## src/verilog/brc_regs.vh

```
// brc_regs.vh: offsets, field positions, reset values and timing constants
// for the reset, power-state and clock-control block of the bridge.
// assumes: included by bare name from the block's design files.
`ifndef BRC_REGS_VH
`define BRC_REGS_VH

// ------------------------------------------------------------
// register byte offsets of the configuration space
// ------------------------------------------------------------
`define BRC_OFF_BRIDGE_CTL 8'h3C
`define BRC_OFF_CHIP_CTL 8'h40
`define BRC_OFF_CLKRUN_CTL 8'h58
`define BRC_OFF_DSCLK_CTL 8'h68
`define BRC_OFF_PM_CAP 8'hDC
`define BRC_OFF_PM_DATA 8'hE0

// ------------------------------------------------------------
// field positions
// ------------------------------------------------------------
// bridge control: downstream bus reset bit (upper half of dword)
`define BRC_BIT_DS_RESET 22
// chip control: chip reset bit
`define BRC_BIT_CHIP_RESET 0
// clock-run control fields
`define BRC_BIT_KEEP_CLK 0
`define BRC_BIT_DS_CLKRUN_EN 1
`define BRC_BIT_CLKRUN_MODE 2
// power-state field inside the power management data register
`define BRC_PS_LSB 0
`define BRC_PS_MSB 1

// ------------------------------------------------------------
// power-state encodings
// ------------------------------------------------------------
`define BRC_PS_D0 2'h0
`define BRC_PS_D1 2'h1
`define BRC_PS_D2 2'h2
`define BRC_PS_D3HOT 2'h3

// ------------------------------------------------------------
// reset values
// ------------------------------------------------------------
`define BRC_RST_DSCLK_DIS 5'h00
`define BRC_RST_CLKRUN 3'h0
// capability word: D1/D2 not supported, version field 2
`define BRC_PM_CAP_VALUE 32'h0002_0001

// ------------------------------------------------------------
// timing
// ------------------------------------------------------------
`define BRC_CLK_MHZ 250
`define BRC_DS_RELEASE_US 100
`define BRC_CHIP_RESET_CYC 20
`define BRC_CLKRUN_HOLD_CYC 2'h2

`endif

```

## src/verilog/brc_delay_cnt.v

```verilog
// brc_delay_cnt.v: down-counter that raises done after a loaded count.
// assumes: single clock, synchronous active-high reset, load has priority.
`timescale 1ns/1ps

module brc_delay_cnt #(
  parameter WIDTH = 16
) (
  input wire core_clk,
  input wire srst,
  input wire load,
  input wire [WIDTH-1:0] count,
  input wire run,
  output reg busy_ff,
  output reg done_ff
);

  reg [WIDTH-1:0] cnt_ff;

  always @(posedge core_clk) begin
    if (srst) begin
      cnt_ff <= {WIDTH{1'b0}};
      busy_ff <= 1'b0;
      done_ff <= 1'b0;
    end else if (load) begin
      cnt_ff <= count;
      busy_ff <= 1'b1;
      done_ff <= 1'b0;
    end else if (busy_ff && run) begin
      if (cnt_ff == {{(WIDTH-1){1'b0}}, 1'b1}) begin
        busy_ff <= 1'b0;
        done_ff <= 1'b1;
      end else begin
        done_ff <= 1'b0;
      end
      cnt_ff <= cnt_ff - {{(WIDTH-1){1'b0}}, 1'b1};
    end else begin
      done_ff <= 1'b0;
    end
  end

endmodule // brc_delay_cnt

```

## src/verilog/brc_reset_power_clock.v

```verilog
// brc_reset_power_clock.v: reset, power-state and clock control of a
// two-port bridge: power states, downstream clock gating, clock run,
// upstream/downstream/chip reset.
// assumes: a single-cycle configuration port on core_clk; pins from
// outside pass a two-flop synchroniser here; pin drivers outside use
// the enables (low = driving) produced here.
`timescale 1ns/1ps
`include "brc_regs.vh"

module brc_reset_power_clock #(
  parameter NUM_DSCLK = 5,
  parameter DS_RELEASE_CYC = `BRC_DS_RELEASE_US * `BRC_CLK_MHZ,
  parameter CNT_W = 16
) (
  input wire core_clk,
  input wire srst,
  input wire upstream_reset_n,
  input wire cfg_wr,
  input wire cfg_rd,
  input wire [7:0] cfg_addr,
  input wire [31:0] cfg_wdata,
  input wire clock_gating_strap,
  input wire upstream_clock_run_n_in,
  input wire xfer_pending,
  input wire ds_clk_needed,
  input wire ds_bus_idle,
  input wire us_cycles_active,
  output reg [31:0] cfg_rdata_ff,
  output reg cfg_ack_ff,
  output reg [NUM_DSCLK-1:0] downstream_clock_outputs,
  output reg upstream_clock_run_n_out_ff,
  output reg upstream_clock_run_n_oe_n_ff,
  output reg downstream_reset_n_ff,
  output reg us_bus_float_ff,
  output reg ds_ctl_float_ff,
  output reg ds_ad_cbe_par_low_ff,
  output reg buffers_clear_ff,
  output reg internal_reset_ff,
  output reg ds_b2_allowed_ff
);

  // ------------------------------------------------------------
  // input synchronisers
  // ------------------------------------------------------------
  reg rstn_meta_ff, rstn_sync_ff;
  reg strap_meta_ff, strap_sync_ff;
  reg crun_meta_ff, crun_sync_ff;
  wire hard_rst = srst | ~rstn_sync_ff;

  // srst is the synchronised power-up reset; the pin reset is asserted
  // through the synchroniser, so its edges may come at any time
  always @(posedge core_clk) begin
    if (srst) begin
      rstn_meta_ff <= 1'b0;
      rstn_sync_ff <= 1'b0;
    end else begin
      rstn_meta_ff <= upstream_reset_n;
      rstn_sync_ff <= rstn_meta_ff;
    end
    strap_meta_ff <= clock_gating_strap;
    strap_sync_ff <= strap_meta_ff;
    crun_meta_ff <= upstream_clock_run_n_in;
    crun_sync_ff <= crun_meta_ff;
  end

  // ------------------------------------------------------------
  // state and registers
  // ------------------------------------------------------------
  reg [1:0] pstate_ff;
  reg ds_reset_bit_ff;
  reg chip_reset_ff;
  reg [NUM_DSCLK-1:0] dsclk_dis_ff;
  reg [2:0] clkrun_ff;
  reg [4:0] chip_cnt_ff;
  reg [1:0] crun_cnt_ff;
  reg crun_prev_ff;
  reg soft_rst_ff;
  wire ds_cnt_busy;
  wire ds_cnt_done;
  reg ds_release_pending_ff;

  wire cfg_live = ~chip_reset_ff;
  wire wr_ok = cfg_wr & cfg_live;
  wire [1:0] req_ps = cfg_wdata[`BRC_PS_MSB:`BRC_PS_LSB];
  wire ps_wr = wr_ok && (cfg_addr == `BRC_OFF_PM_DATA);
  wire ps_legal = (req_ps == `BRC_PS_D0) || (req_ps == `BRC_PS_D3HOT);
  wire wake = ps_wr && ps_legal && (req_ps == `BRC_PS_D0) &&
    (pstate_ff == `BRC_PS_D3HOT);
  wire chip_wr = wr_ok && (cfg_addr == `BRC_OFF_CHIP_CTL) &&
    cfg_wdata[`BRC_BIT_CHIP_RESET];
  wire bctl_wr = wr_ok && (cfg_addr == `BRC_OFF_BRIDGE_CTL);
  // register reset covers hard reset, chip reset and the wake reset
  wire reg_rst = hard_rst | soft_rst_ff;

  // ------------------------------------------------------------
  // power state
  // ------------------------------------------------------------
  // D3cold is loss of power: only srst/pin reset brings us back to D0
  always @(posedge core_clk) begin
    if (reg_rst) begin
      pstate_ff <= `BRC_PS_D0;
    end else if (ps_wr && ps_legal) begin
      pstate_ff <= req_ps;
    end
    // D1/D2 requests fall through and leave the field untouched
  end

  // ------------------------------------------------------------
  // chip reset and wake reset
  // ------------------------------------------------------------
  always @(posedge core_clk) begin
    if (hard_rst) begin
      chip_reset_ff <= 1'b0;
      chip_cnt_ff <= 5'h00;
      soft_rst_ff <= 1'b0;
    end else begin
      soft_rst_ff <= wake | (chip_reset_ff &&
        (chip_cnt_ff == `BRC_CHIP_RESET_CYC - 1));
      if (chip_wr) begin
        chip_reset_ff <= 1'b1;
        chip_cnt_ff <= 5'h00;
      end else if (chip_reset_ff) begin
        if (chip_cnt_ff == `BRC_CHIP_RESET_CYC - 1) begin
          chip_reset_ff <= 1'b0;
        end
        chip_cnt_ff <= chip_cnt_ff + 5'h01;
      end
    end
  end

  // ------------------------------------------------------------
  // configuration registers
  // ------------------------------------------------------------
  always @(posedge core_clk) begin
    if (reg_rst) begin
      dsclk_dis_ff <= `BRC_RST_DSCLK_DIS;
      clkrun_ff <= `BRC_RST_CLKRUN;
    end else if (wr_ok) begin
      if (cfg_addr == `BRC_OFF_DSCLK_CTL) begin
        dsclk_dis_ff <= cfg_wdata[NUM_DSCLK-1:0];
      end
      if (cfg_addr == `BRC_OFF_CLKRUN_CTL) begin
        clkrun_ff <= cfg_wdata[2:0];
      end
    end
  end

  // the wake reset leaves the downstream bus alone, so this bit only
  // follows hard reset, chip reset and software writes
  always @(posedge core_clk) begin
    if (hard_rst) begin
      ds_reset_bit_ff <= 1'b0;
    end else if (chip_wr | chip_reset_ff) begin
      ds_reset_bit_ff <= 1'b1;
    end else if (bctl_wr) begin
      ds_reset_bit_ff <= cfg_wdata[`BRC_BIT_DS_RESET];
    end
  end

  // ------------------------------------------------------------
  // downstream reset release delay
  // ------------------------------------------------------------
  wire ds_clear = bctl_wr && ds_reset_bit_ff &&
    ~cfg_wdata[`BRC_BIT_DS_RESET] && ~chip_reset_ff;

  brc_delay_cnt #(
    .WIDTH(CNT_W)
  ) u_release (
    .core_clk(core_clk),
    .srst(hard_rst),
    .load(ds_clear),
    .count(DS_RELEASE_CYC[CNT_W-1:0]),
    .run(~ds_reset_bit_ff),
    .busy_ff(ds_cnt_busy),
    .done_ff(ds_cnt_done)
  );

  always @(posedge core_clk) begin
    if (hard_rst) begin
      ds_release_pending_ff <= 1'b0;
    end else if (ds_reset_bit_ff) begin
      ds_release_pending_ff <= 1'b1;
    end else if (ds_cnt_done) begin
      ds_release_pending_ff <= 1'b0;
    end
  end

  wire ds_rst_active = hard_rst | ds_reset_bit_ff | ds_release_pending_ff |
    ds_cnt_busy;

  // ------------------------------------------------------------
  // clock run on the upstream bus
  // ------------------------------------------------------------
  wire keep_clock = clkrun_ff[`BRC_BIT_KEEP_CLK] | xfer_pending |
    ds_clk_needed | clkrun_ff[`BRC_BIT_DS_CLKRUN_EN];
  wire stop_req = crun_sync_ff & ~crun_prev_ff;

  always @(posedge core_clk) begin
    if (hard_rst) begin
      crun_prev_ff <= 1'b0;
      crun_cnt_ff <= 2'h0;
    end else begin
      crun_prev_ff <= crun_sync_ff;
      if (stop_req && keep_clock && crun_cnt_ff == 2'h0) begin
        crun_cnt_ff <= `BRC_CLKRUN_HOLD_CYC;
      end else if (crun_cnt_ff != 2'h0) begin
        crun_cnt_ff <= crun_cnt_ff - 2'h1;
      end
    end
  end

  // ------------------------------------------------------------
  // outputs
  // ------------------------------------------------------------
  wire d3hot = (pstate_ff == `BRC_PS_D3HOT);
  wire gate_pm = d3hot & strap_sync_ff;
  wire gate_idle = clkrun_ff[`BRC_BIT_CLKRUN_MODE] & ds_bus_idle &
    ~us_cycles_active;
  wire float_all = hard_rst | chip_reset_ff;

  always @(posedge core_clk) begin
    if (srst) begin
      downstream_clock_outputs <= {NUM_DSCLK{1'b1}};
      upstream_clock_run_n_out_ff <= 1'b1;
      upstream_clock_run_n_oe_n_ff <= 1'b1;
      downstream_reset_n_ff <= 1'b0;
      us_bus_float_ff <= 1'b1;
      ds_ctl_float_ff <= 1'b1;
      ds_ad_cbe_par_low_ff <= 1'b1;
      buffers_clear_ff <= 1'b1;
      internal_reset_ff <= 1'b1;
      ds_b2_allowed_ff <= 1'b0;
    end else begin
      // high level means the output runs; gated outputs park low
      downstream_clock_outputs <= (gate_pm | gate_idle) ?
        {NUM_DSCLK{1'b0}} : ~dsclk_dis_ff;
      upstream_clock_run_n_out_ff <= 1'b0;
      upstream_clock_run_n_oe_n_ff <= ~((crun_cnt_ff != 2'h0) &&
        ~float_all);
      downstream_reset_n_ff <= ~ds_rst_active;
      us_bus_float_ff <= float_all;
      ds_ctl_float_ff <= float_all | ds_rst_active;
      ds_ad_cbe_par_low_ff <= ds_rst_active;
      buffers_clear_ff <= ds_rst_active | reg_rst;
      internal_reset_ff <= reg_rst | chip_reset_ff;
      ds_b2_allowed_ff <= d3hot;
    end
  end

  // ------------------------------------------------------------
  // configuration read port
  // ------------------------------------------------------------
  // reads stay live under downstream reset, silent during chip reset
  always @(posedge core_clk) begin
    if (srst) begin
      cfg_rdata_ff <= 32'h0000_0000;
      cfg_ack_ff <= 1'b0;
    end else begin
      cfg_ack_ff <= (cfg_rd | cfg_wr) & cfg_live & ~hard_rst;
      cfg_rdata_ff <= 32'h0000_0000;
      if (cfg_rd) begin
        case (cfg_addr)
          `BRC_OFF_BRIDGE_CTL:
            cfg_rdata_ff[`BRC_BIT_DS_RESET] <= ds_reset_bit_ff;
          `BRC_OFF_CHIP_CTL:
            cfg_rdata_ff[`BRC_BIT_CHIP_RESET] <= chip_reset_ff;
          `BRC_OFF_CLKRUN_CTL: cfg_rdata_ff[2:0] <= clkrun_ff;
          `BRC_OFF_DSCLK_CTL: cfg_rdata_ff[NUM_DSCLK-1:0] <= dsclk_dis_ff;
          `BRC_OFF_PM_CAP: cfg_rdata_ff <= `BRC_PM_CAP_VALUE;
          `BRC_OFF_PM_DATA:
            cfg_rdata_ff[`BRC_PS_MSB:`BRC_PS_LSB] <= pstate_ff;
          default: cfg_rdata_ff <= 32'h0000_0000;
        endcase
      end
    end
  end

endmodule // brc_reset_power_clock

```

## config.mk

```make
export PLATFORM = sky130hd
export DESIGN_NAME = brc_reset_power_clock
export DESIGN_NICKNAME = d
export VERILOG_FILES = /design/src/verilog/brc_delay_cnt.v /design/src/verilog/brc_reset_power_clock.v
export VERILOG_INCLUDE_DIRS = /design/src /design/src/verilog
export SDC_FILE = /design/constraint.sdc
export NUM_CORES = 1
export LEC_CHECK = 0
export BUFFER_PORTS_ARGS = -buffer_cell sky130_fd_sc_hd__buf_2
export CAP_MARGIN = 20
export CORE_ASPECT_RATIO = 1.2
export CORE_MARGIN = 1.5
export CORE_UTILIZATION = 50
export DETAILED_ROUTE_END_ITERATION = 8
export PLACE_DENSITY = 0.8
export SYNTH_ARGS = -nofsm -noshare
export SYNTH_HDL_FRONTEND = slang
export SYNTH_HIERARCHICAL = 1
export SYNTH_SLANG_ARGS = --single-unit
```

## constraint.sdc

```tcl
create_clock -name core_clk -period 2.8 [get_ports core_clk]
set_clock_uncertainty 0.2 [all_clocks]
set_input_delay 0.56 -clock core_clk [delete_from_list [all_inputs] [get_ports core_clk]]
set_output_delay 0.56 -clock core_clk [all_outputs]
set_load 0.005 [all_outputs]
```

### Yosys cells after proc, flatten, opt, wreduce, memory -nomap -nowiden

Index checks and enable logic that the tools add are counted.

* register bits: 93
* output and inout port bits: 47

* $add $sub $neg: 3
* eq/ne operators: 10
* muxes and demuxes: 21
* bitwise operators: 38
* reductions and logical operators: 34

Operators with widths (count)
* 15-bit two-way mux: 2
* 8-bit by 7-bit equality test with 1-bit output (second input constant): 3
* 16-bit by 1-bit equality test with 1-bit output (second input constant): 1
* 8-bit equality test (second input constant): 2
* 1-bit bitwise OR: 16
* 16-bit by 1-bit subtractor with 16-bit output (second input constant): 1
* 1-bit logical AND: 15
* 1-bit NOT: 14
* 13-bit two-way mux: 1
* 1-bit two-way mux: 12
* 2-bit nonzero test: 6
* 3-bit OR reduction: 3
* 8-bit by 6-bit equality test with 1-bit output (second input constant): 1
* 2-bit OR reduction: 4
* 1-bit bitwise AND: 7
* 2-bit AND reduction: 3
* 5-bit by 1-bit adder with 5-bit output (second input constant): 1
* 5-bit equality test (second input constant): 1
* 5-bit two-way mux: 1
* 5-bit NOT: 1
* 1-bit case mux with 5 select lines: 1
* 2-bit equality test (second input constant): 2
* 2-bit zero test: 2
* 2-bit two-way mux: 2
* 4 further kinds: 4

### Logic depth before layout (Yosys ltp)

* depth after elaboration: 8
* gate-level depth with buffers: 9

### Cells and area by module

Netlist, hierarchy kept.

Modules (own cells, without submodules)
* brc_reset_power_clock: instances 1, cells each 217, area an instance 2138.3 µm²
* brc_delay_cnt: instances 1, cells each 114, area an instance 955.9 µm²

### Worst setup path before layout

No wires, ideal clock.

* path type: input to register
* start: in cfg_addr[5]
* end: reg u_release.cnt_ff[10]
* setup time: 133 ps
* data arrival time: 2123 ps
* required time: 2467 ps
* slack: 344 ps
* stages on the path: 9
* cell sequence: buf_2 and4bb_2 nand3_1 nor3_1 clkbuf_1 clkinv_1 clkbuf_1 o21ai_0 a21oi_1

* cells in the longest elaborated chain, start to end: 6

RTL lines
* from (decl): RTL line brc_reset_power_clock.v:20 `input wire [7:0] cfg_addr,`
* 8-bit by 6-bit equality test with 1-bit output
* 1-bit logical AND: RTL line brc_reset_power_clock.v:91 `` wire bctl_wr = wr_ok && (cfg_addr == `BRC_OFF_BRIDGE_CTL); ``
* 1-bit logical AND (3 in series): RTL line brc_reset_power_clock.v:163 `wire ds_clear = bctl_wr && ds_reset_bit_ff &&`
* named net ds_clear: RTL line brc_reset_power_clock.v:163
* 2-bit OR reduction (no source line)
* to (signal assigned): RTL line brc_delay_cnt.v:21 `cnt_ff <= {WIDTH{1'b0}};`
* to (signal assigned): RTL line brc_delay_cnt.v:25 `cnt_ff <= count;`
* to (signal assigned): RTL line brc_delay_cnt.v:35 `cnt_ff <= cnt_ff - {{(WIDTH-1){1'b0}}, 1'b1};`
* to (decl): RTL line brc_delay_cnt.v:17 `reg [WIDTH-1:0] cnt_ff;`

The timed path passes the listed nets, and every way through them passes these cells.
A chain may end at the register's enable or synchronous reset.

### Worst setup path after layout

* start: reg u_release.cnt_ff[3]
* end: reg u_release.cnt_ff[13]

* cells in the longest elaborated chain, start to end: 3

RTL lines
* 16-bit by 1-bit subtractor with 16-bit output: RTL line brc_delay_cnt.v:35
* 15-bit two-way mux: RTL line brc_delay_cnt.v:28 `end else if (busy_ff && run) begin`
* 15-bit two-way mux: RTL line brc_delay_cnt.v:24 `end else if (load) begin`

Every way passes these cells. The select of a mux whose other input is x is not followed.

==> key figures <==
Clocking
  – CTS buffer count: 9
  – Clock Sinks: 68
  – Max Root-Sink Buffers: 2
  – CTS H-tree depth: 3
  – Clock latency on the worst-skew pair: 0.35 ns
  – # resized after CTS: 0
  – CTS Hold Bufs: 0
  – Reg clk slew, reported paths: roughly 0.070 ns
  – Root Driver: clkbuf_8
  – Setup bufs post-CTS: 0
  – TritonCTS clock tree: done

Worst hold path
  – Hold depth: 1
  – Hold Crit Start: upstream_clock_run_n_in
  – Worst min-delay path class: in2reg
  – Hold endpoint: crun_meta_ff

STA
  – Count of final hold-check violations: 0
  – Endpoints failing setup: 0
  – Post-route minimum period: about 2.3 ns
  – Worst-Margin Slew: 0.549 ns
  – RSZ-0062 raised after global routing: no
  – Worst slew margin: ~63%
  – Setup TNS: 0 ns
  – Final period util: about four fifths
  – Max Fclk: roughly 0.44 GHz
  – Max-slew violations: 0

Power
  – Worst vdd ir: 0.272 mV
  – Pwr Density: between 500 and 600 mW/mm2
  – Pleak: 1.43 nW
  – Design Power: around 0.0019 W

Finish
  – Ant diodes: 0
  – FILL cells: 541
  – Non-filler instance count after layout: approximately 480
  – Multi-input gate area: 0.00158 mm2
  – Nets: 450
  – Final core occ: 59.5%
  – Share of cells above drive strength 1: around a fifth
  – Storage element area: 0.00136 mm2
  – Area growth, synth to finish: 15.7%
  – Final instance area: about 0.0036 mm2

Die
  – Chip width: 74.8 um
  – Site Rows: 31
  – Initial core utilization: 51.5%
  – Die ar.: 0.00667 mm2
  – Core Region: 0.00601 mm2
  – Num ports: 98
  – Chip height: approximately 90 um

Global route
  – Antenna violations before repair: 0
  – Overflow after GRT: 0
  – Vias in the first global route: 2189
  – Global-route wire length before repair: 9420 um
  – Gr usage total: a little under a fifth
  – Pin count of the biggest net entering global routing: 20

Worst setup path
  – Reg-to-reg slack, setup: 0.52 ns
  – Worst r2r src: u_release/cnt_ff[3]
  – Crit path required time: 2.86 ns
  – Arr. time, crit path: 2.34 ns
  – Nature of the critical path startpoint: flip-flop
  – Crit. End Element: flip-flop
  – Cell depth of the worst flop-to-flop path: 4
  – Crit-path max FO: 7
  – Worst setup path class: reg2reg
  – Worst R2R End: u_release/cnt_ff[13]

Synthesis
  – Sequential area share after synthesis: 44.0%
  – Synth Flop Type: dfxtp_1
  – Syn Area/Cell: 9.35 um2
  – Post-synth top area share: 44.0%
  – Number of synthesized flops with an enable pin: 0
  – Synth Register Bits: 68
  – Synth top cells by count: dfxtp_1, buf_4, nand2_1, nor2_1, a21oi_1
  – Leading area contributor after synthesis: dfxtp_1
  – Async set-reset flop share out of synthesis: 0%
  – Count leader, synth: dfxtp_1
  – Top cells by area, synth: dfxtp_1, buf_4, nand2_1
  – Synth cell types: 52
  – Syn Inst Count: 331
  – Synth Cell Area: 0.00309 mm2
  – Count of warnings emitted by yosys: 6

Placed design
  – DP Wirelength: 4330 um
  – Placed inst area: 0.00336 mm2
  – I/O Buffers: between 40 and 50
  – DP Cell Count: 466
  – GP Congestion: 0.851

Run status
  – Status: completed

Route
  – Wirelength per Cell: 12.1 um
  – 1st-iter DRT viols: 110
  – Post-DRT Antenna Nets: 0
  – Post-DR vias/cell: 5.13
  – TritonRoute pass-1 iters: 4
  – Routed WL: between 5000 and 6000 um
  – Drt drc: 0
  – Via count: 2473

Run
  – Maxcap violations: 0
[layout make-up]
cell class	instances	share of cell area, %
Multi-Input combinational cell	252	44.0
Clock inverter	7	2.55
Tap cell	82	2.87
Sequential cell	68	38.0
Timing Repair Buffer	53	7.90
Clock buffer	9	3.46
Inverter	11	1.15
[flip-flops by register name, indices dropped and copies added (netlist names), 2 cells and up]
| register | count |
|---|---|
| cfg_rdata_ff | 7 |
| chip_cnt_ff | 5 |
| clkrun_ff | 3 |
| crun_cnt_ff | 2 |
| downstream_clock_outputs | 5 |
| dsclk_dis_ff | 5 |
| pstate_ff | 2 |
| u_release/cnt_ff | 16 |
[kinds of logic after synthesis]
family          Yosys count  synth area share (%)
mux                       9                  2.91
compound gates           49                  10.8
fa+ha+maj                 4                  1.62
flops                    68                  44.0
other cells               2                 0.243
simple gates            135                  26.7
xor+xnor                 14                  3.96
buf+inv                  50                  9.79
[per-stage QoR]
stage               hold slack (ns)  setup WS [ns]
finish                        0.114          0.516
global route                  0.102          0.422
CTS                           0.106          0.518
detailed placement            0.112          0.147
global placement              0.114          0.302
floorplan                     0.110          0.344
[placed cells by master (no fill, tap or decap), types with 5 or more instances in the layout]
master and count:
clkbuf_8 9, dfxtp_1 68, and3b_1 5, nand4_1 9
nand2b_1 5, mux2i_1 9, o21bai_1 5, nor4_1 5
a311oi_1 5, conb_1 41, buf_2 46, nand2_1 27
o21ai_0 6, nand3_1 11, nor2_1 20, nor3_1 9
a21oi_1 13, xor2_1 8, nor2b_1 8, xnor2_1 6
buf_4 7, and4_1 5, inv_1 10
[worst max-delay path, stage by stage, from the launching register on]
cell and delay [ns]:
dfxtp_1 0.37, or4_1 0.68, nand4bb_4 0.27, or4_1 0.41
a311oi_1 0.27
[routing by layer]
layer  track usage [%]  up-vias  routed length (um)
li1                  -     1245                   -
met1              22.1     1151                2620
met2              30.8       66                2820
met5                 0        -                   0
met3              5.41       11                 270
met4              10.6        0                 131
[power by group]
part           internal [W]  switching (W)
Sequential         0.000975     0.00000231
Combinational     0.0000320      0.0000497
Clock              0.000497       0.000367
Total               0.00150       0.000419
[worst max path at each step]
stage	startpoint	end	slack (ns)	cells after the start
2_1_floorplan	cfg_addr[5]	u_release/cnt_ff[10]	0.34	9
3_3_place_gp	cfg_addr[7]	u_release/cnt_ff[11]	0.30	8
3_5_place_dp	cfg_addr[7]	u_release/cnt_ff[12]	0.15	8
4_1_cts	cfg_addr[7]	u_release/cnt_ff[12]	0.52	8
5_1_grt	cfg_addr[5]	u_release/cnt_ff[12]	0.42	8
6_report	u_release/cnt_ff[3]	u_release/cnt_ff[13]	0.52	4
(Power assumes the default switching activity.)
